## src/upcagc_map.svh

```systemverilog
// register offsets, field positions and reset values of the upconverter control block
`ifndef UPCAGC_MAP_SVH
`define UPCAGC_MAP_SVH

// register offsets
`define UPCAGC_OFF_CFG_A      12'h000
`define UPCAGC_OFF_CFG_B      12'h001
`define UPCAGC_OFF_CHIP_KIND  12'h003
`define UPCAGC_OFF_PART_LO    12'h004
`define UPCAGC_OFF_PART_HI    12'h005
`define UPCAGC_OFF_SCRATCH    12'h00a
`define UPCAGC_OFF_IF_REV     12'h00b
`define UPCAGC_OFF_MAKER_LO   12'h00c
`define UPCAGC_OFF_MAKER_HI   12'h00d
`define UPCAGC_OFF_INT_LO     12'h010
`define UPCAGC_OFF_INT_HI     12'h011
`define UPCAGC_OFF_CAL_PRE    12'h012
`define UPCAGC_OFF_FRAC_LO    12'h014
`define UPCAGC_OFF_FRAC_MID   12'h015
`define UPCAGC_OFF_FRAC_HI    12'h016
`define UPCAGC_OFF_FRAC_MIX   12'h017
`define UPCAGC_OFF_SYNTH_CTL  12'h01e
`define UPCAGC_OFF_OSC_CTL    12'h027
`define UPCAGC_OFF_RF_BIAS    12'h100
`define UPCAGC_OFF_LOOP_EN    12'h101
`define UPCAGC_OFF_LOOP_FORCE 12'h102
`define UPCAGC_OFF_DET_SPAN   12'h10c
`define UPCAGC_OFF_SETPOINT   12'h10d
`define UPCAGC_OFF_STATUS     12'h110

// field positions
`define UPCAGC_BIT_SYNTH_SLEEP 2
`define UPCAGC_BIT_OSC_SLEEP   2
`define UPCAGC_BIT_RF_BIAS_OFF 7
`define UPCAGC_BIT_LOOP_EN     0
`define UPCAGC_BIT_LOOP_FORCE  0

// reset values
`define UPCAGC_RST_ZERO   8'h00
`define UPCAGC_RST_INT_LO 8'h80

`endif

```

## src/upcagc_pkg.sv

```systemverilog
// types shared by the upconverter control block
`default_nettype none
package upcagc_pkg;
  // power sequencing state
  typedef enum logic [1:0] {
    upcagc_pwr_run,
    upcagc_pwr_lowest,
    upcagc_pwr_relock
  } upcagc_pwr_t;
endpackage
`default_nettype wire

```

## src/upcagc_loop.sv

```systemverilog
// digital model of the if gain loop integrator
`default_nettype none
module upcagc_loop #(
  parameter int GW = 8,
  parameter int SW = 2
) (
  // clock and reset
  input  wire logic          ref_clk,
  input  wire logic          srst,
  // loop control
  input  wire logic          run,
  input  wire logic [SW-1:0] span,
  input  wire logic [GW-1:0] setpoint,
  // detector reading and gain result
  input  wire logic [GW-1:0] det_level,
  output logic      [GW-1:0] gain_r
);

  logic [GW-1:0] scaled;

  ////////////////////////////////////////////////////////////////////////////
  // detector span scales the reading before comparison
  assign scaled = det_level >> span;

  // step gain toward the setpoint while running, hold otherwise
  always_ff @(posedge ref_clk) begin
    if (srst) begin
      gain_r <= '0;
    end else if (run) begin
      if (scaled < setpoint && gain_r != {GW{1'b1}}) begin
        gain_r <= gain_r + 1'b1;
      end else if (scaled > setpoint && gain_r != '0) begin
        gain_r <= gain_r - 1'b1;
      end
    end
  end

  ////////////////////////////////////////////////////////////////////////////
  chk_gain_hold: assert property (@(posedge ref_clk) disable iff (srst)
    !run |=> $stable(gain_r)) else $error("gain moved while loop idle");

  chk_gain_rise: assert property (@(posedge ref_clk) disable iff (srst)
    run && scaled < setpoint && gain_r != {GW{1'b1}} |=> gain_r == $past(gain_r) + 1'b1)
    else $error("gain did not rise below setpoint");

  chk_gain_fall: assert property (@(posedge ref_clk) disable iff (srst)
    run && scaled > setpoint && gain_r != '0 |=> gain_r == $past(gain_r) - 1'b1)
    else $error("gain did not fall above setpoint");

endmodule
`default_nettype wire

```

## src/upcagc_top.sv

```systemverilog
// register bank, power control and if gain loop control of the upconverter
`include "upcagc_map.svh"
`default_nettype none
module upcagc_top #(
  parameter logic [7:0] CHIP_KIND_VAL = 8'h0a, // arbitrary value
  parameter logic [7:0] PART_LO_VAL   = 8'h3c, // arbitrary value
  parameter logic [7:0] PART_HI_VAL   = 8'h5a, // arbitrary value
  parameter logic [7:0] IF_REV_VAL    = 8'h02, // arbitrary value
  parameter logic [7:0] MAKER_LO_VAL  = 8'h7e, // arbitrary value
  parameter logic [7:0] MAKER_HI_VAL  = 8'h6b, // arbitrary value
  parameter int         SPAN_W        = 2
) (
  // clock and reset
  input  wire logic        ref_clk,
  input  wire logic        srst,
  // register port
  input  wire logic [11:0] reg_addr,
  input  wire logic [7:0]  reg_wdata,
  input  wire logic        reg_wr,
  input  wire logic        reg_rd,
  output logic      [7:0]  reg_rdata,
  // standby pin, asynchronous
  input  wire logic        standby_pin,
  // gain control pin, two-way
  input  wire logic [7:0]  gain_control_pin_i,
  output logic      [7:0]  gain_control_pin_o,
  output logic             gain_control_pin_oe,
  // power detector reading, same clock
  input  wire logic [7:0]  det_level,
  // analog section controls
  output logic             mixer_en,
  output logic             driver_en,
  output logic             synth_en,
  output logic             osc_en,
  output logic             rf_bias_en,
  output logic [SPAN_W-1:0] det_span,
  output logic [7:0]       vga_gain,
  output logic             agc_active,
  output logic             synth_relock,
  output logic             lowest_power
);

  // register storage
  logic [7:0] cfg_a_r, cfg_b_r, scratch_r, int_lo_r, int_hi_r, cal_pre_r;
  logic [7:0] frac_lo_r, frac_mid_r, frac_hi_r, frac_mix_r;
  logic [7:0] synth_ctl_r, osc_ctl_r, rf_bias_r, loop_en_r, loop_force_r;
  logic [7:0] det_span_r, setpoint_r;
  // pin synchronisers
  logic       standby_m_r, standby_s_r;
  logic [7:0] ext_m_r, ext_s_r;
  // loop and power control
  logic [7:0] loop_gain;
  logic [7:0] vga_gain_r;
  logic       relock_r;
  logic       all_sleep;
  logic       wr_int_lo;
  upcagc_pkg::upcagc_pwr_t pwr_r, pwr_nxt;

  ////////////////////////////////////////////////////////////////////////////
  // two-flop synchronisers for pin inputs
  always_ff @(posedge ref_clk) begin
    if (srst) begin
      standby_m_r <= 1'b0;
      standby_s_r <= 1'b0;
      ext_m_r     <= 8'h00;
      ext_s_r     <= 8'h00;
    end else begin
      standby_m_r <= standby_pin;
      standby_s_r <= standby_m_r;
      ext_m_r     <= gain_control_pin_i;
      ext_s_r     <= ext_m_r;
    end
  end

  ////////////////////////////////////////////////////////////////////////////
  // register writes; read-only and unmapped offsets ignore writes
  always_ff @(posedge ref_clk) begin
    if (srst) begin
      cfg_a_r      <= `UPCAGC_RST_ZERO;
      cfg_b_r      <= `UPCAGC_RST_ZERO;
      scratch_r    <= `UPCAGC_RST_ZERO;
      int_lo_r     <= `UPCAGC_RST_INT_LO;
      int_hi_r     <= `UPCAGC_RST_ZERO;
      cal_pre_r    <= `UPCAGC_RST_ZERO;
      frac_lo_r    <= `UPCAGC_RST_ZERO;
      frac_mid_r   <= `UPCAGC_RST_ZERO;
      frac_hi_r    <= `UPCAGC_RST_ZERO;
      frac_mix_r   <= `UPCAGC_RST_ZERO;
      synth_ctl_r  <= `UPCAGC_RST_ZERO;
      osc_ctl_r    <= `UPCAGC_RST_ZERO;
      rf_bias_r    <= `UPCAGC_RST_ZERO;
      loop_en_r    <= `UPCAGC_RST_ZERO;
      loop_force_r <= `UPCAGC_RST_ZERO;
      det_span_r   <= `UPCAGC_RST_ZERO;
      setpoint_r   <= `UPCAGC_RST_ZERO;
    end else if (reg_wr) begin
      case (reg_addr)
        `UPCAGC_OFF_CFG_A:      cfg_a_r      <= reg_wdata;
        `UPCAGC_OFF_CFG_B:      cfg_b_r      <= reg_wdata;
        `UPCAGC_OFF_SCRATCH:    scratch_r    <= reg_wdata;
        `UPCAGC_OFF_INT_LO:     int_lo_r     <= reg_wdata;
        `UPCAGC_OFF_INT_HI:     int_hi_r     <= reg_wdata;
        `UPCAGC_OFF_CAL_PRE:    cal_pre_r    <= reg_wdata;
        `UPCAGC_OFF_FRAC_LO:    frac_lo_r    <= reg_wdata;
        `UPCAGC_OFF_FRAC_MID:   frac_mid_r   <= reg_wdata;
        `UPCAGC_OFF_FRAC_HI:    frac_hi_r    <= reg_wdata;
        `UPCAGC_OFF_FRAC_MIX:   frac_mix_r   <= reg_wdata;
        `UPCAGC_OFF_SYNTH_CTL:  synth_ctl_r  <= reg_wdata;
        `UPCAGC_OFF_OSC_CTL:    osc_ctl_r    <= reg_wdata;
        `UPCAGC_OFF_RF_BIAS:    rf_bias_r    <= reg_wdata;
        `UPCAGC_OFF_LOOP_EN:    loop_en_r    <= reg_wdata;
        `UPCAGC_OFF_LOOP_FORCE: loop_force_r <= reg_wdata;
        `UPCAGC_OFF_DET_SPAN:   det_span_r   <= reg_wdata;
        `UPCAGC_OFF_SETPOINT:   setpoint_r   <= reg_wdata;
        default: ;
      endcase
    end
  end

  ////////////////////////////////////////////////////////////////////////////
  // read data, one cycle after the strobe; unmapped reads give zero
  always_ff @(posedge ref_clk) begin
    if (srst) begin
      reg_rdata <= 8'h00;
    end else if (reg_rd) begin
      case (reg_addr)
        `UPCAGC_OFF_CFG_A:      reg_rdata <= cfg_a_r;
        `UPCAGC_OFF_CFG_B:      reg_rdata <= cfg_b_r;
        `UPCAGC_OFF_CHIP_KIND:  reg_rdata <= CHIP_KIND_VAL;
        `UPCAGC_OFF_PART_LO:    reg_rdata <= PART_LO_VAL;
        `UPCAGC_OFF_PART_HI:    reg_rdata <= PART_HI_VAL;
        `UPCAGC_OFF_SCRATCH:    reg_rdata <= scratch_r;
        `UPCAGC_OFF_IF_REV:     reg_rdata <= IF_REV_VAL;
        `UPCAGC_OFF_MAKER_LO:   reg_rdata <= MAKER_LO_VAL;
        `UPCAGC_OFF_MAKER_HI:   reg_rdata <= MAKER_HI_VAL;
        `UPCAGC_OFF_INT_LO:     reg_rdata <= int_lo_r;
        `UPCAGC_OFF_INT_HI:     reg_rdata <= int_hi_r;
        `UPCAGC_OFF_CAL_PRE:    reg_rdata <= cal_pre_r;
        `UPCAGC_OFF_FRAC_LO:    reg_rdata <= frac_lo_r;
        `UPCAGC_OFF_FRAC_MID:   reg_rdata <= frac_mid_r;
        `UPCAGC_OFF_FRAC_HI:    reg_rdata <= frac_hi_r;
        `UPCAGC_OFF_FRAC_MIX:   reg_rdata <= frac_mix_r;
        `UPCAGC_OFF_SYNTH_CTL:  reg_rdata <= synth_ctl_r;
        `UPCAGC_OFF_OSC_CTL:    reg_rdata <= osc_ctl_r;
        `UPCAGC_OFF_RF_BIAS:    reg_rdata <= rf_bias_r;
        `UPCAGC_OFF_LOOP_EN:    reg_rdata <= loop_en_r;
        `UPCAGC_OFF_LOOP_FORCE: reg_rdata <= loop_force_r;
        `UPCAGC_OFF_DET_SPAN:   reg_rdata <= det_span_r;
        `UPCAGC_OFF_SETPOINT:   reg_rdata <= setpoint_r;
        `UPCAGC_OFF_STATUS:     reg_rdata <= {3'b000, standby_s_r, relock_r,
                                              lowest_power, pwr_r == upcagc_pkg::upcagc_pwr_relock,
                                              agc_active};
        default:                reg_rdata <= 8'h00;
      endcase
    end
  end

  ////////////////////////////////////////////////////////////////////////////
  // gain loop runs when forced, or when armed and in power-down mode
  assign agc_active = loop_force_r[`UPCAGC_BIT_LOOP_FORCE]
                    | (loop_en_r[`UPCAGC_BIT_LOOP_EN] & standby_s_r);
  assign det_span   = det_span_r[SPAN_W-1:0];

  upcagc_loop #(
    .GW (8),
    .SW (SPAN_W)
  ) u_loop (
    .ref_clk   (ref_clk),
    .srst      (srst),
    .run       (agc_active),
    .span      (det_span),
    .setpoint  (setpoint_r),
    .det_level (det_level),
    .gain_r    (loop_gain)
  );

  // pin carries the loop voltage when active, else it is the external control
  assign gain_control_pin_oe = agc_active;
  assign gain_control_pin_o  = loop_gain;

  // gain actually applied to the if amplifier
  always_ff @(posedge ref_clk) begin
    if (srst) begin
      vga_gain_r <= 8'h00;
    end else begin
      vga_gain_r <= agc_active ? loop_gain : ext_s_r;
    end
  end
  assign vga_gain = vga_gain_r;

  ////////////////////////////////////////////////////////////////////////////
  // standby mutes mixer and driver only; sleep bits gate bias
  assign mixer_en   = ~standby_s_r;
  assign driver_en  = ~standby_s_r;
  assign synth_en   = ~synth_ctl_r[`UPCAGC_BIT_SYNTH_SLEEP];
  assign osc_en     = ~osc_ctl_r[`UPCAGC_BIT_OSC_SLEEP];
  assign rf_bias_en = ~rf_bias_r[`UPCAGC_BIT_RF_BIAS_OFF];

  // lowest power needs all three bias sleep bits
  assign all_sleep    = ~synth_en & ~osc_en & ~rf_bias_en;
  assign lowest_power = (pwr_r == upcagc_pkg::upcagc_pwr_lowest);
  assign wr_int_lo    = reg_wr && (reg_addr == `UPCAGC_OFF_INT_LO);

  ////////////////////////////////////////////////////////////////////////////
  // power sequencing: after lowest power, the return to run waits for a relock write
  always_comb begin
    pwr_nxt = pwr_r;
    case (pwr_r)
      upcagc_pkg::upcagc_pwr_run: begin
        if (all_sleep) begin
          pwr_nxt = upcagc_pkg::upcagc_pwr_lowest;
        end
      end
      upcagc_pkg::upcagc_pwr_lowest: begin
        if (!all_sleep) begin
          pwr_nxt = upcagc_pkg::upcagc_pwr_relock;
        end
      end
      upcagc_pkg::upcagc_pwr_relock: begin
        if (all_sleep) begin
          pwr_nxt = upcagc_pkg::upcagc_pwr_lowest;
        end else if (wr_int_lo) begin
          pwr_nxt = upcagc_pkg::upcagc_pwr_run;
        end
      end
      default: pwr_nxt = upcagc_pkg::upcagc_pwr_run;
    endcase
  end

  always_ff @(posedge ref_clk) begin
    if (srst) begin
      pwr_r <= upcagc_pkg::upcagc_pwr_run;
    end else begin
      pwr_r <= pwr_nxt;
    end
  end

  // one-cycle relock start on every integer divide low write
  always_ff @(posedge ref_clk) begin
    if (srst) begin
      relock_r <= 1'b0;
    end else begin
      relock_r <= wr_int_lo;
    end
  end
  assign synth_relock = relock_r;

  ////////////////////////////////////////////////////////////////////////////
  chk_arm_standby: assert property (@(posedge ref_clk) disable iff (srst)
    loop_en_r[`UPCAGC_BIT_LOOP_EN] && standby_s_r |-> gain_control_pin_oe)
    else $error("armed loop idle in power-down");

  chk_arm_idle: assert property (@(posedge ref_clk) disable iff (srst)
    !loop_force_r[`UPCAGC_BIT_LOOP_FORCE] && !standby_s_r |-> !agc_active)
    else $error("loop ran outside power-down without force");

  chk_force_run: assert property (@(posedge ref_clk) disable iff (srst)
    reg_wr && reg_addr == `UPCAGC_OFF_LOOP_FORCE && reg_wdata[`UPCAGC_BIT_LOOP_FORCE]
    |=> agc_active) else $error("force-on did not start loop");

  chk_span_write: assert property (@(posedge ref_clk) disable iff (srst)
    reg_wr && reg_addr == `UPCAGC_OFF_DET_SPAN |=> det_span == $past(reg_wdata[SPAN_W-1:0]))
    else $error("detector span not taken");

  // synchronous reset lands one edge late, so a reset cycle never starts an attempt
  chk_pin_ext: assert property (@(posedge ref_clk) disable iff (srst)
    !srst && !agc_active |=> vga_gain == $past(ext_s_r))
    else $error("external gain not applied");

  chk_pin_loop: assert property (@(posedge ref_clk) disable iff (srst)
    !srst && agc_active |=> vga_gain == $past(loop_gain)) else $error("loop gain not applied");

  chk_standby_mute: assert property (@(posedge ref_clk) disable iff (srst)
    standby_pin [*3] |=> !mixer_en && !driver_en) else $error("standby did not mute");

  chk_synth_kept: assert property (@(posedge ref_clk) disable iff (srst)
    standby_s_r && !synth_ctl_r[`UPCAGC_BIT_SYNTH_SLEEP] |-> synth_en && osc_en == !osc_ctl_r[2])
    else $error("standby stopped synthesizer");

  chk_lowest_entry: assert property (@(posedge ref_clk) disable iff (srst)
    all_sleep |=> lowest_power) else $error("lowest power not entered");

  chk_relock_pulse: assert property (@(posedge ref_clk) disable iff (srst)
    pwr_r == upcagc_pkg::upcagc_pwr_relock && wr_int_lo && !all_sleep
    |=> synth_relock && pwr_r == upcagc_pkg::upcagc_pwr_run)
    else $error("relock write did not restart synthesizer");

endmodule
`default_nettype wire

```

## config.mk

```make
export PLATFORM = sky130hd
export DESIGN_NAME = upcagc_top
export DESIGN_NICKNAME = d
export VERILOG_FILES = /design/src/upcagc_pkg.sv /design/src/upcagc_loop.sv /design/src/upcagc_top.sv
export VERILOG_INCLUDE_DIRS = /design/src /design/src/src
export SDC_FILE = /design/constraint.sdc
export NUM_CORES = 1
export LEC_CHECK = 0
export BUFFER_PORTS_ARGS = -buffer_cell sky130_fd_sc_hd__buf_2
export CORE_UTILIZATION = 55
export CTS_BUF_LIST = sky130_fd_sc_hd__clkbuf_2
export CTS_CLUSTER_DIAMETER = 200
export CTS_CLUSTER_SIZE = 8
export DETAILED_ROUTE_END_ITERATION = 16
export PLACE_DENSITY_LB_ADDON = 0.25
export REMOVE_ABC_BUFFERS = 1
export SETUP_SLACK_MARGIN = 0.2
export SLEW_MARGIN = 15
export SYNTH_ARGS = -nofsm -noshare
export SYNTH_HDL_FRONTEND = slang
export SYNTH_SLANG_ARGS = --single-unit
```

## constraint.sdc

```tcl
create_clock -name ref_clk -period 12.7 [get_ports ref_clk]
set_clock_uncertainty 0.1 [all_clocks]
set_input_delay 1.27 -clock ref_clk [delete_from_list [all_inputs] [get_ports ref_clk]]
set_output_delay 1.27 -clock ref_clk [all_outputs]
set_load 0.01 [all_outputs]
```

==> results of run 1 <==
-- routing by layer --
metal  vias up  share of wire [%]  global-route usage, %
li1       3892                  -                      -
met1      3931                 43                  43.51
met2       356                 46                  47.74
met3        37                8.8                  4.858
met4         0                1.9                  10.64
met5         -                  0                      0
-- path summary, 6_finish.rpt --
check | to | cells after the start | from | slack, ns
setup reg to reg | u_loop.gain_r[7] | 13 | det_span_r[0] | 8.08
setup / recovery | u_loop.gain_r[7] | 13 | det_span_r[0] | 8.08
hold / removal | vga_gain[3] | 2 | ext_s_r[3] | 0.35
hold reg to reg | vga_gain[3] | 2 | ext_s_r[3] | 0.35
-- cells in the mapped netlist (3+ instances only) --
library cell and instances:
sky130_fd_sc_hd__nor2_1 25, sky130_fd_sc_hd__nor4b_1 4, sky130_fd_sc_hd__a222oi_1 4, sky130_fd_sc_hd__nand4_1 5, sky130_fd_sc_hd__a311oi_1 8, sky130_fd_sc_hd__o21ai_0 16
sky130_fd_sc_hd__nor3_1 14, sky130_fd_sc_hd__and3_1 11, sky130_fd_sc_hd__ha_1 14, sky130_fd_sc_hd__nand2b_1 4, sky130_fd_sc_hd__mux2i_1 3, sky130_fd_sc_hd__buf_2 16
sky130_fd_sc_hd__a22oi_1 26, sky130_fd_sc_hd__mux4_2 4, sky130_fd_sc_hd__a21oi_1 170, sky130_fd_sc_hd__nor4_1 6, sky130_fd_sc_hd__or4_1 4, sky130_fd_sc_hd__nor2b_1 35
sky130_fd_sc_hd__a22o_1 10, sky130_fd_sc_hd__or4b_1 4, sky130_fd_sc_hd__a32o_1 5, sky130_fd_sc_hd__dfxtp_1 181, sky130_fd_sc_hd__buf_4 5, sky130_fd_sc_hd__nand3b_1 4
sky130_fd_sc_hd__nor3_2 7, sky130_fd_sc_hd__nand3_1 144, sky130_fd_sc_hd__nand2_1 188, sky130_fd_sc_hd__inv_1 21, sky130_fd_sc_hd__nor4_4 3, sky130_fd_sc_hd__a221oi_1 13
sky130_fd_sc_hd__clkbuf_1 67, sky130_fd_sc_hd__a211oi_1 6
-- cells in the final DEF (no fill, tap or decap), types with 3 or more instances in the layout --
| cell | netlist | layout |
|---|---|---|
| sky130_fd_sc_hd__inv_1 | 21 | 21 |
| sky130_fd_sc_hd__inv_6 | 0 | 3 |
| sky130_fd_sc_hd__nor3_2 | 7 | 7 |
| sky130_fd_sc_hd__buf_4 | 5 | 11 |
| sky130_fd_sc_hd__nor4_4 | 3 | 3 |
| sky130_fd_sc_hd__a211oi_1 | 6 | 6 |
| sky130_fd_sc_hd__mux2i_1 | 3 | 3 |
| sky130_fd_sc_hd__or4b_1 | 4 | 4 |
| sky130_fd_sc_hd__a22o_1 | 10 | 10 |
| sky130_fd_sc_hd__and3_1 | 11 | 11 |
| sky130_fd_sc_hd__nor4_1 | 6 | 6 |
| sky130_fd_sc_hd__nor3_1 | 14 | 14 |
| sky130_fd_sc_hd__nand2b_1 | 4 | 4 |
| sky130_fd_sc_hd__a221oi_1 | 13 | 13 |
| sky130_fd_sc_hd__nand3b_1 | 4 | 4 |
| sky130_fd_sc_hd__nor2b_1 | 35 | 35 |
| sky130_fd_sc_hd__nand2_1 | 188 | 188 |
| sky130_fd_sc_hd__clkinv_4 | 0 | 4 |
| sky130_fd_sc_hd__a22oi_1 | 26 | 26 |
| sky130_fd_sc_hd__nand4_1 | 5 | 5 |
| sky130_fd_sc_hd__clkbuf_2 | 1 | 17 |
| sky130_fd_sc_hd__nor4b_1 | 4 | 3 |
| sky130_fd_sc_hd__a21oi_1 | 170 | 170 |
| sky130_fd_sc_hd__inv_8 | 0 | 4 |
| sky130_fd_sc_hd__dfxtp_1 | 181 | 181 |
| sky130_fd_sc_hd__mux4_2 | 4 | 4 |
| sky130_fd_sc_hd__nor2_1 | 25 | 25 |
| sky130_fd_sc_hd__o21ai_0 | 16 | 16 |
| sky130_fd_sc_hd__a222oi_1 | 4 | 4 |
| sky130_fd_sc_hd__nand3_1 | 144 | 144 |
| sky130_fd_sc_hd__or4_1 | 4 | 4 |
| sky130_fd_sc_hd__buf_2 | 16 | 73 |
| sky130_fd_sc_hd__a311oi_1 | 8 | 8 |
| sky130_fd_sc_hd__a32o_1 | 5 | 5 |
| sky130_fd_sc_hd__ha_1 | 14 | 14 |
-- worst max-delay path, delay by kind of cell, from the launching register on --
| kind | cells | cell delay, ns |
|---|---|---|
| AOI/OAI and AO/OA | 5 | 0.98 |
| adders and majority gates | 2 | 0.79 |
| DFF | 1 | 0.72 |
| muxes | 2 | 0.93 |
| and+or+nand+nor | 4 | 1.04 |
-- cell families after synthesis --
logic type                 after synthesis
muxes                                    9
and+or+nand+nor                        475
DFF                                    181
buffers and inverters                  113
adders and majority gates               15
AOI/OAI and AO/OA                      279
xor gates and xnor gates                 4
-- metrics by stage --
stage | hold WS, ns | power [uW] | utilization (%) | setup slack [ns] | std cells
after detailed placement | 0.3234 | 648.2 | 58.60 | 7.500 | 1280
after CTS | 0.3489 | 926.8 | 60.07 | 8.100 | 1312
after global placement | 0.3159 | 647.6 | 58.60 | 7.643 | 1280
after global routing | 0.3491 | 956.3 | 60.13 | 7.781 | 1313
after floorplan | 0.3113 | 605.4 | - | 8.044 | 984
final | 0.3538 | 924.8 | 60.13 | 8.084 | 1313
-- power groups by stage --
| stage | Combinational (uW) | Sequential [uW] | Clock (uW) |
|---|---|---|---|
| global route | 70.1 | 575 | 311 |
| floorplan | 20.7 | 585 | 0 |
| finish | 65.6 | 574 | 285 |
| CTS | 64.0 | 575 | 288 |
| global placement | 63.3 | 584 | 0 |
| detailed placement | 63.7 | 584 | 0 |
-- layout make-up --
| type | count | area share, % |
|---|---|---|
| clock inverter | 15 | 1.527 |
| timing repair buffer | 85 | 5.005 |
| antenna | 1 | 0.02727 |
| multi-input combinational | 782 | 49.28 |
| sequential | 181 | 39.49 |
| clock buffer | 17 | 0.9273 |
| tap | 211 | 2.877 |
| inverter | 21 | 0.8591 |
==> impl_results.rst, run 1 <==
.. list-table::
   :header-rows: 1

   * - Metric
     - Value
   * - Post-cts repair resize count
     - 0
   * - Cts bufs inserted
     - 17
   * - Post-CTS Repair Setup Buffers
     - 0
   * - Initial core utilization
     - between 50 and 60%
   * - Core box area
     - between 15000 and 20000 um2
   * - Worst skew pair latency
     - ~0.79 ns
   * - Sequential area share after synthesis
     - a little over two fifths
   * - Die area
     - ~16000 um2
   * - Max-cap violation count
     - 0
   * - DRC violation total after the first TritonRoute iteration
     - between 1000 and 1500
   * - Type of the tightest min-delay check
     - reg -> reg
   * - Arrival @ worst endpoint
     - 5.21 ns
   * - Setup total negative slack
     - 0 ns
   * - Number of different library cells in the post-synthesis netlist
     - 69
   * - Average detailed-routed wire length per instance
     - approximately 19 um
   * - Cell area reported after detailed placement
     - slightly below 9000 um2
   * - DRC violation count after routing
     - 0
   * - Sequential Area
     - between 3000 and 4000 um2
   * - Power share of the sequential group
     - between 60 and 70%
   * - Unrepaired setup endpoints after global routing
     - no
   * - Synthesis-stage register bit count
     - roughly 180
   * - Post-synthesis async set-or-reset flop share
     - 0%
   * - Deepest clock path buffer count
     - 2
   * - Routed WL
     - between 20000 and 25000 um
   * - Fraction of the mapped netlist area in adder cells
     - between 2 and 2.5%
   * - Number of standard cells after synthesis
     - about 1100
   * - Number of nets with antenna violations after detailed routing
     - 0
   * - Total power per unit cell area
     - approximately 100 nW/um2
   * - Vias in the first global route
     - slightly above 7000
   * - Ratio of final minimum period to clock period
     - 36.35%
   * - Critical path class
     - reg -> reg
   * - Ordered list of cells on the worst path
     - mux4_2 > ha_1 > nor2b_1 > o31ai_1 > a21oi_1 > nand2b_1 > ha_1 > nand3_1 > o211ai_1 > o41ai_1 > or3b_2 > a22oi_1 > mux2_2
   * - Largest voltage drop on the vdd net
     - around 86 uV
   * - Die boundary height
     - 127.1 um
   * - Leakage dissipation
     - around 0.0030 uW
   * - Vias per std cell
     - between 6 and 7
   * - Worst-path clk slew
     - between 0.2 and 0.3 ns
   * - Net switching power of the design
     - 272.3 uW
   * - CTS tree
     - built
   * - Worst path most repeated cell
     - sky130_fd_sc_hd__ha_1
   * - Switching Fraction
     - just under 30%
   * - Worst-path cell with the longest stage delay
     - sky130_fd_sc_hd__dfxtp_1
   * - Post-synth top area share
     - 42.08%
   * - Area of the multi-input gates
     - about 4500 um2
   * - Critical path endpoint category
     - register
   * - Post-detail-place hpwl
     - 15960 um
   * - Standard-cell row count
     - 45
   * - Largest net degree at the start of global routing
     - 100
   * - XOR/XNOR share of the synthesized area
     - 0.4069%
   * - Total via count after detailed routing
     - 8216
   * - EDFF count, synth
     - 0
   * - Clock network fraction of design power
     - 30.8%
   * - Weighted congestion at the end of routability-driven global placement
     - 0.8492
   * - Fillers
     - roughly 1400
   * - Achievable frequency
     - ~220 MHz
   * - Data required, critical path
     - 13.29 ns
   * - Chip Width
     - 127.1 um
   * - Critical path fanouts, max
     - 13
   * - Final Hold Violating Endpoints
     - 0
   * - IO Pins
     - 76
   * - Cell at the root of the clock tree
     - sky130_fd_sc_hd__clkbuf_2
   * - Cell accounting for the most synthesized area
     - sky130_fd_sc_hd__dfxtp_1
   * - Yosys warning count
     - 0
   * - Global route overflow
     - 0
   * - Final setup vio count
     - 0
   * - Compound-Gate Fraction of Synth Area
     - around 20%
   * - Largest cells by area after synthesis
     - sky130_fd_sc_hd__dfxtp_1 (42%), sky130_fd_sc_hd__a21oi_1 (9.9%), sky130_fd_sc_hd__nand3_1 (8.4%)
   * - Worst stage delay on the critical path
     - just over 0.7 ns
   * - # H-tree levels
     - 4
   * - Final instance area
     - a little over 9000 um2
   * - Initial antenna violation count
     - 1
   * - Time the worst path needs with I/O delays and setup
     - between 4 and 5 ns
   * - Router iterations before antenna repair
     - 5
   * - Area share of and/or/nand/nor cells after synthesis
     - between 20% and 30%
   * - Startpoint kind of the worst setup timing path
     - register
   * - Number of hold buffers added after CTS
     - 0
   * - Global-route wire length before repair
     - between 30000 and 40000 um
   * - Number of port buffers
     - between 70 and 80
   * - Avg Inst Size Synth
     - 8.003 um2
   * - Internal power consumption
     - about 650 uW
   * - Worst slew margin
     - between 20% and 30%
   * - Worst-Margin Slew
     - roughly 1.1 ns
   * - Multiplexer share of the synthesized area
     - 1.656%
   * - Net count reported at finish
     - 1144
   * - Max Slew Vio Count
     - 0
   * - Combinational family with the most area after synthesis
     - simple AND/OR/NAND/NOR gates
   * - Ys flop type
     - sky130_fd_sc_hd__dfxtp_1
   * - Run status
     - complete, no violations
   * - Overall Global Routing Usage
     - between 30% and 40%
   * - Share of cells above drive strength 1
     - about an eighth
   * - Synthesis-to-finish area growth
     - 6.553%
   * - Comb pwr share
     - around 7%
   * - Total number of clock tree sinks
     - between 150 and 200
   * - Netlist area before placement
     - 8611 um2
No activity file was read; power rests on OpenSTA's default activity.
==> inputs of run 2 (changes only) <==
==> constraint.sdc (replaced) <==
create_clock -name ref_clk -period 4.65 [get_ports ref_clk]
set_clock_uncertainty 0.1 [all_clocks]
set_input_delay 0.465 -clock ref_clk [delete_from_list [all_inputs] [get_ports ref_clk]]
set_output_delay 0.465 -clock ref_clk [all_outputs]
set_load 0.01 [all_outputs]
==> impl_results.rst, run 2 (same netlist as run 1, synthesis figures left out) <==
.. list-table::
   :header-rows: 1

   * - Metric
     - Value
   * - Run status
     - complete, no violations (unchanged)
   * - IO Pins
     - 76 (unchanged)
   * - Critical path fanouts, max
     - 7 (was 13)
   * - Area of the multi-input gates
     - 4519 um2 (was 4522 um2)
   * - Total power per unit cell area
     - 278.8 nW/um2 (was 100.8 nW/um2)
   * - Unrepaired setup endpoints after global routing
     - no (unchanged)
   * - Critical path class
     - reg -> reg (unchanged)
   * - Leading cell type in the layout, fill and taps excluded
     - sky130_fd_sc_hd__nand2_1 (unchanged)
   * - R2r setup slk
     - 0.40 ns (was 8.08 ns)
   * - DRC violation total after the first TritonRoute iteration
     - 1044 (was 1084)
   * - Die boundary height
     - 127.1 um (unchanged)
   * - Startpoint kind of the worst setup timing path
     - register (unchanged)
   * - Net count reported at finish
     - 1176 (was 1144)
   * - Number of nets with antenna violations after detailed routing
     - 0 (unchanged)
   * - Vias per std cell
     - 6.144 (was 6.257)
   * - Final setup vio count
     - 0 (unchanged)
   * - Deepest clock path buffer count
     - 2 (unchanged)
   * - Vias in the first global route
     - 7095 (was 7259)
   * - Type of the tightest min-delay check
     - in -> reg (was reg -> reg)
   * - Router iterations before antenna repair
     - 6 (was 5)
   * - Post-CTS Repair Setup Buffers
     - 0 (unchanged)
   * - Critical path endpoint category
     - register (unchanged)
   * - Number of port buffers
     - 75 (unchanged)
   * - Power Total
     - 2655 uW (was 924.8 uW)
   * - DRC violation count after routing
     - 0 (unchanged)
   * - Setup total negative slack
     - 0 ns (unchanged)
   * - Cts bufs inserted
     - 17 (unchanged)
   * - Sequential Area
     - 3625 um2 (was 3623 um2)
   * - Core box area
     - 15260 um2 (unchanged)
   * - Launch point of the worst hold path
     - srst (was ext_s_r[3])
   * - Fillers
     - 1374 (was 1442)
   * - Worst skew pair latency
     - 0.80 ns (was 0.79 ns)
   * - WHS Endpoint
     - rf_bias_r[4] (was vga_gain[3])
   * - Global route overflow
     - 0 (unchanged)
   * - Cell at the root of the clock tree
     - sky130_fd_sc_hd__clkbuf_2 (unchanged)
   * - Weighted congestion at the end of routability-driven global placement
     - 0.8671 (was 0.8492)
   * - Standard-cell row count
     - 45 (unchanged)
   * - Most used cells in the layout excluding fill and tap cells
     - sky130_fd_sc_hd__nand2_1 (188), sky130_fd_sc_hd__dfxtp_1 (180), sky130_fd_sc_hd__a21oi_1 (169) (was sky130_fd_sc_hd__nand2_1 (188), sky130_fd_sc_hd__dfxtp_1 (181), sky130_fd_sc_hd__a21oi_1 (170))
   * - Achievable frequency
     - 235.1 MHz (was 216.6 MHz)
   * - Largest voltage drop on the vdd net
     - 190.1 uV (was 85.87 uV)
   * - Arrival @ worst endpoint
     - 4.86 ns (was 5.21 ns)
   * - Average detailed-routed wire length per instance
     - 18.52 um (was 18.73 um)
   * - Reg2reg end
     - u_loop.gain_r[7] (unchanged)
   * - Initial antenna violation count
     - 1 (unchanged)
   * - Post-detail-place hpwl
     - 16290 um (was 15960 um)
   * - Final Hold Violating Endpoints
     - 0 (unchanged)
   * - Largest net degree at the start of global routing
     - 115 (was 100)
   * - Die area
     - 16160 um2 (unchanged)
   * - Worst slew margin
     - 31.63% (was 27.76%)
   * - Worst-Margin Slew
     - 1.018 ns (was 1.078 ns)
   * - Max Slew Vio Count
     - 0 (unchanged)
   * - Reg2reg path depth
     - 13 (unchanged)
   * - Max-cap violation count
     - 0 (unchanged)
   * - Total number of clock tree sinks
     - 181 (unchanged)
   * - Leakage dissipation
     - 0.003184 uW (was 0.003009 uW)
   * - Global-route wire length before repair
     - 38970 um (was 38780 um)
   * - Reg-to-Reg Start
     - det_span_r[0] (unchanged)
   * - Time the worst path needs with I/O delays and setup
     - 4.253 ns (was 4.616 ns)
   * - CTS tree
     - built (unchanged)
   * - Worst hold path depth
     - 2 (unchanged)
   * - Worst-path clk slew
     - 0.32 ns (was 0.27 ns)
   * - Cell area reported after detailed placement
     - 9046 um2 (was 8941 um2)
   * - Data required, critical path
     - 5.26 ns (was 13.29 ns)
   * - Final Core Density
     - 62.42% (was 60.13%)
   * - # H-tree levels
     - 4 (unchanged)
   * - Total via count after detailed routing
     - 8264 (was 8216)
   * - Synthesis-to-finish area growth
     - 10.61% (was 6.553%)
   * - Routed WL
     - 24900 um (was 24600 um)
   * - Share of cells above drive strength 1
     - 14.21% (was 13.26%)
   * - Initial core utilization
     - 56.43% (unchanged)
   * - Overall Global Routing Usage
     - 31.10% (was 30.76%)
   * - Chip Width
     - 127.1 um (unchanged)
   * - Final instance area
     - 9524 um2 (was 9175 um2)
   * - Ratio of final minimum period to clock period
     - 91.46% (was 36.35%)
## run 2: cell count changes in the layout (fill, tap and decap cells not counted), sizes merged
cell,previous run,this run
dlygate4sd3,0,18
buf,85,99
bufinv,0,1
clkinvlp,1,0
## run 2: how the worst max path moves through the flow
stage,to,start,cells past startpoint,slack (ns)
final,u_loop.gain_r[7],det_span_r[0],13,0.40
after global routing,u_loop.gain_r[7],det_span_r[0],13,0.25
after CTS,u_loop.gain_r[7],det_span_r[0],13,0.29
after detailed placement,u_loop.gain_r[7],det_level[4],14,0.30
after global placement,u_loop.gain_r[7],det_level[4],14,0.41
after floorplan,u_loop.gain_r[7],det_span_r[0],13,0.52
## run 2: worst max-delay path: stages (launching register included)
cell and delay (ns):
sky130_fd_sc_hd__dfxtp_2 0.47, sky130_fd_sc_hd__mux4_2 0.52, sky130_fd_sc_hd__ha_1 0.30, sky130_fd_sc_hd__nor2b_1 0.13
sky130_fd_sc_hd__o31ai_1 0.27, sky130_fd_sc_hd__a21oi_2 0.17, sky130_fd_sc_hd__nand2b_1 0.32, sky130_fd_sc_hd__ha_1 0.47
sky130_fd_sc_hd__nand3_1 0.10, sky130_fd_sc_hd__o211ai_1 0.23, sky130_fd_sc_hd__o41ai_1 0.13, sky130_fd_sc_hd__or3b_2 0.46
sky130_fd_sc_hd__a22oi_1 0.17, sky130_fd_sc_hd__mux2_2 0.35
## run 2: final cells by class
cell class	count	area share, %
inverters	21	0.8276
clock inverters	15	2.154
repair buffers	117	7.817
well taps	211	2.772
flip-flops and latches	181	38.06
diodes	1	0.02627
clock buffers	17	0.8933
multi-input cells	782	47.45
## run 2: repair_timing
action	CTS	global route
hold buffers	18	0
setup endpoints to repair	0	1
resized for setup	0	2
endpoints found under the hold margin	142	0
## run 2: per-layer routing
metal / vias up / routed length (um) / global-route usage [%]
met4: 0 / 464 / 9.104
met5: - / 0 / 0
li1: 3946 / - / -
met3: 43 / 2271 / 5.779
met2: 414 / 11320 / 47.58
met1: 3861 / 10840 / 44.67
## run 2: through the flow
step                      setup WS (ns)  instances  hold slack, ns
after floorplan                  0.5247        984          0.3113
after detailed placement         0.2962       1294          0.3237
final                            0.3973       1345         0.09468
after CTS                        0.2863       1344         0.06454
after global routing             0.2477       1345         0.03476
after global placement           0.4096       1294          0.3179
## run 2: where the power goes
part | total [uW] | internal (uW) | switching [uW]
Sequential | 1570 | 1570 | 2.21
Combinational | 193 | 59.3 | 133
Clock | 892 | 243 | 650
Total | 2660 | 1870 | 785
==> inputs of run 3 (changes only) <==
--- a/config.mk
+++ b/config.mk
@@ -6,7 +6,7 @@
 export SDC_FILE = /design/constraint.sdc
 export NUM_CORES = 1
 export LEC_CHECK = 0
-export BUFFER_PORTS_ARGS = -buffer_cell sky130_fd_sc_hd__buf_2
+export BUFFER_PORTS_ARGS = -buffer_cell sky130_fd_sc_hd__clkbuf_2
 export CORE_UTILIZATION = 55
 export CTS_BUF_LIST = sky130_fd_sc_hd__clkbuf_2
 export CTS_CLUSTER_DIAMETER = 200
==> impl_results.rst, run 3 (same netlist as run 1, synthesis figures left out) <==
.. list-table::
   :header-rows: 1

   * - Metric
     - Value
   * - Type of the tightest min-delay check
     - in -> reg (unchanged)
   * - Net count reported at finish
     - 1172 (was 1176)
   * - Post-route worst setup slack
     - 0.4606 ns (was 0.3973 ns)
   * - Critical path class
     - reg -> reg (unchanged)
   * - Setup Slack @ Placement
     - 0.3341 ns (was 0.2962 ns)
   * - Number of nets with antenna violations after detailed routing
     - 0 (unchanged)
   * - Data required, critical path
     - 5.22 ns (was 5.26 ns)
   * - Run status
     - complete, no violations (unchanged)
   * - # H-tree levels
     - 4 (unchanged)
   * - Length of routed met2 wiring
     - 11300 um (was 11320 um)
   * - Standard-cell row count
     - 45 (unchanged)
   * - Time the worst path needs with I/O delays and setup
     - 4.189 ns (was 4.253 ns)
   * - Arrival @ worst endpoint
     - 4.76 ns (was 4.86 ns)
   * - Most used cells in the layout excluding fill and tap cells
     - sky130_fd_sc_hd__nand2_1 (188), sky130_fd_sc_hd__dfxtp_1 (180), sky130_fd_sc_hd__a21oi_1 (170) (was sky130_fd_sc_hd__nand2_1 (188), sky130_fd_sc_hd__dfxtp_1 (180), sky130_fd_sc_hd__a21oi_1 (169))
   * - Startpoint kind of the worst setup timing path
     - register (unchanged)
   * - Max-cap violation count
     - 0 (unchanged)
   * - Routed WL
     - 25230 um (was 24900 um)
   * - Initial core utilization
     - 56.43% (unchanged)
   * - Leading cell type in the layout, fill and taps excluded
     - sky130_fd_sc_hd__nand2_1 (unchanged)
   * - Global-route wire length before repair
     - 39940 um (was 38970 um)
   * - Overall Global Routing Usage
     - 31.70% (was 31.10%)
   * - Ratio of final minimum period to clock period
     - 90.10% (was 91.46%)
   * - Critical path endpoint category
     - register (unchanged)
   * - Worst skew pair latency
     - 0.78 ns (was 0.80 ns)
   * - Vias per std cell
     - 6.186 (was 6.144)
   * - Met1 layer wirelength in the final routing
     - 10820 um (was 10840 um)
   * - Total number of clock tree sinks
     - 181 (unchanged)
   * - Die area
     - 16160 um2 (unchanged)
   * - Achievable frequency
     - 238.7 MHz (was 235.1 MHz)
   * - Total power per unit cell area
     - 266.2 nW/um2 (was 278.8 nW/um2)
   * - Cts bufs inserted
     - 17 (unchanged)
   * - Initial antenna violation count
     - 0 (was 1)
   * - Final Hold Violating Endpoints
     - 0 (unchanged)
   * - Worst slew margin
     - 31.70% (was 31.63%)
   * - Post-CTS Repair Setup Buffers
     - 0 (unchanged)
   * - Router iterations before antenna repair
     - 6 (unchanged)
   * - Max Slew Vio Count
     - 0 (unchanged)
   * - Largest voltage drop on the vdd net
     - 189.3 uV (was 190.1 uV)
   * - CTS tree
     - built (unchanged)
   * - Worst-Margin Slew
     - 1.019 ns (was 1.018 ns)
   * - Power Total
     - 2498 uW (was 2655 uW)
   * - Deepest clock path buffer count
     - 2 (unchanged)
   * - Chip Width
     - 127.1 um (unchanged)
   * - Worst-path clk slew
     - 0.25 ns (was 0.32 ns)
   * - Critical path fanouts, max
     - 7 (unchanged)
   * - Cell at the root of the clock tree
     - sky130_fd_sc_hd__clkbuf_2 (unchanged)
   * - DRC violation count after routing
     - 0 (unchanged)
   * - Average detailed-routed wire length per instance
     - 18.83 um (was 18.52 um)
   * - Post-detail-place hpwl
     - 16660 um (was 16290 um)
   * - Routed length on met3
     - 2398 um (was 2271 um)
   * - DRC violation total after the first TritonRoute iteration
     - 944 (was 1044)
   * - Unrepaired setup endpoints after global routing
     - no (unchanged)
   * - Synthesis-to-finish area growth
     - 8.965% (was 10.61%)
   * - Total inserted antenna cells
     - 0 (was 1)
   * - Vias in the first global route
     - 7408 (was 7095)
   * - Global route overflow
     - 0 (unchanged)
   * - Final setup vio count
     - 0 (unchanged)
   * - Core box area
     - 15260 um2 (unchanged)
   * - Die boundary height
     - 127.1 um (unchanged)
   * - Leakage dissipation
     - 0.003119 uW (was 0.003184 uW)
   * - Largest net degree at the start of global routing
     - 106 (was 115)
   * - IO Pins
     - 76 (unchanged)
   * - Total via count after detailed routing
     - 8289 (was 8264)
   * - Setup total negative slack
     - 0 ns (unchanged)
   * - Weighted congestion at the end of routability-driven global placement
     - 0.8856 (was 0.8671)
   * - Number of port buffers
     - 75 (unchanged)
   * - Share of cells above drive strength 1
     - 14.70% (was 14.21%)
   * - Highest metal layer used by the detailed router
     - met4 (unchanged)
==> run 3: power breakdown <==
part	internal, uW	switching (uW)	leakage [uW]
Combinational	55.5	134	0.00153
Sequential	1570	2.32	0.00146
Clock	155	585	0.000128
Total	1780	721	0.00312
==> run 3: metal layers <==
layer | vias to the layer above | global-route usage, %
met2 | 422 | 48.74
met3 | 52 | 7.119
met1 | 3881 | 43.63
li1 | 3934 | -
met4 | 0 | 11.69
met5 | - | 0
==> run 3: area by class of cell <==
type	instances	area, um2
fillers	1426	5876
multi-input cells	782	4521
flip-flops and latches	181	3625
repair buffers	113	691.9
well taps	211	264.0
clock inverters	15	117.6
clock buffers	17	85.08
inverters	21	78.83
==> run 3: worst paths after layout <==
check                              startpoint                to  slack [ns]  cells past startpoint
worst min register to register     ext_s_r[1]       vga_gain[1]        0.35                      2
worst max register to register  det_span_r[0]  u_loop.gain_r[7]        0.46                     13
worst max-delay path            det_span_r[0]  u_loop.gain_r[7]        0.46                     13
worst min-delay path                     srst        ext_m_r[3]        0.10                      2
==> run 3: worst max-delay path, cell delays in order, from the launching register on <==
cell and delay (ns):
sky130_fd_sc_hd__dfxtp_2 0.45, sky130_fd_sc_hd__mux4_2 0.52, sky130_fd_sc_hd__ha_1 0.29, sky130_fd_sc_hd__nor2b_1 0.13
sky130_fd_sc_hd__o31ai_1 0.22, sky130_fd_sc_hd__a21oi_1 0.22, sky130_fd_sc_hd__nand2b_2 0.32, sky130_fd_sc_hd__ha_2 0.44
sky130_fd_sc_hd__nand3_1 0.09, sky130_fd_sc_hd__o211ai_1 0.22, sky130_fd_sc_hd__o41ai_1 0.13, sky130_fd_sc_hd__or3b_2 0.45
sky130_fd_sc_hd__a22oi_1 0.16, sky130_fd_sc_hd__mux2_2 0.36
==> run 3: repair_timing <==
action / CTS / global route
endpoints found under the hold margin: 9 / 0
hold buffers: 9 / 0
gates resized for setup: 0 / 3
endpoints found under the setup margin: 0 / 1
==> run 3: metrics by stage <==
stage / std cells / instance area (um2) / hold slack [ns] / utilization, %
2_1_floorplan: 984 / 8218 / 0.3113 / -
3_5_place_dp: 1299 / 9084 / 0.3220 / 59.53
6_report: 1340 / 9383 / 0.1004 / 61.49
3_3_place_gp: 1299 / 9084 / 0.3169 / 59.53
5_1_grt: 1340 / 9383 / 0.05579 / 61.49
4_1_cts: 1340 / 9376 / 0.05599 / 61.45
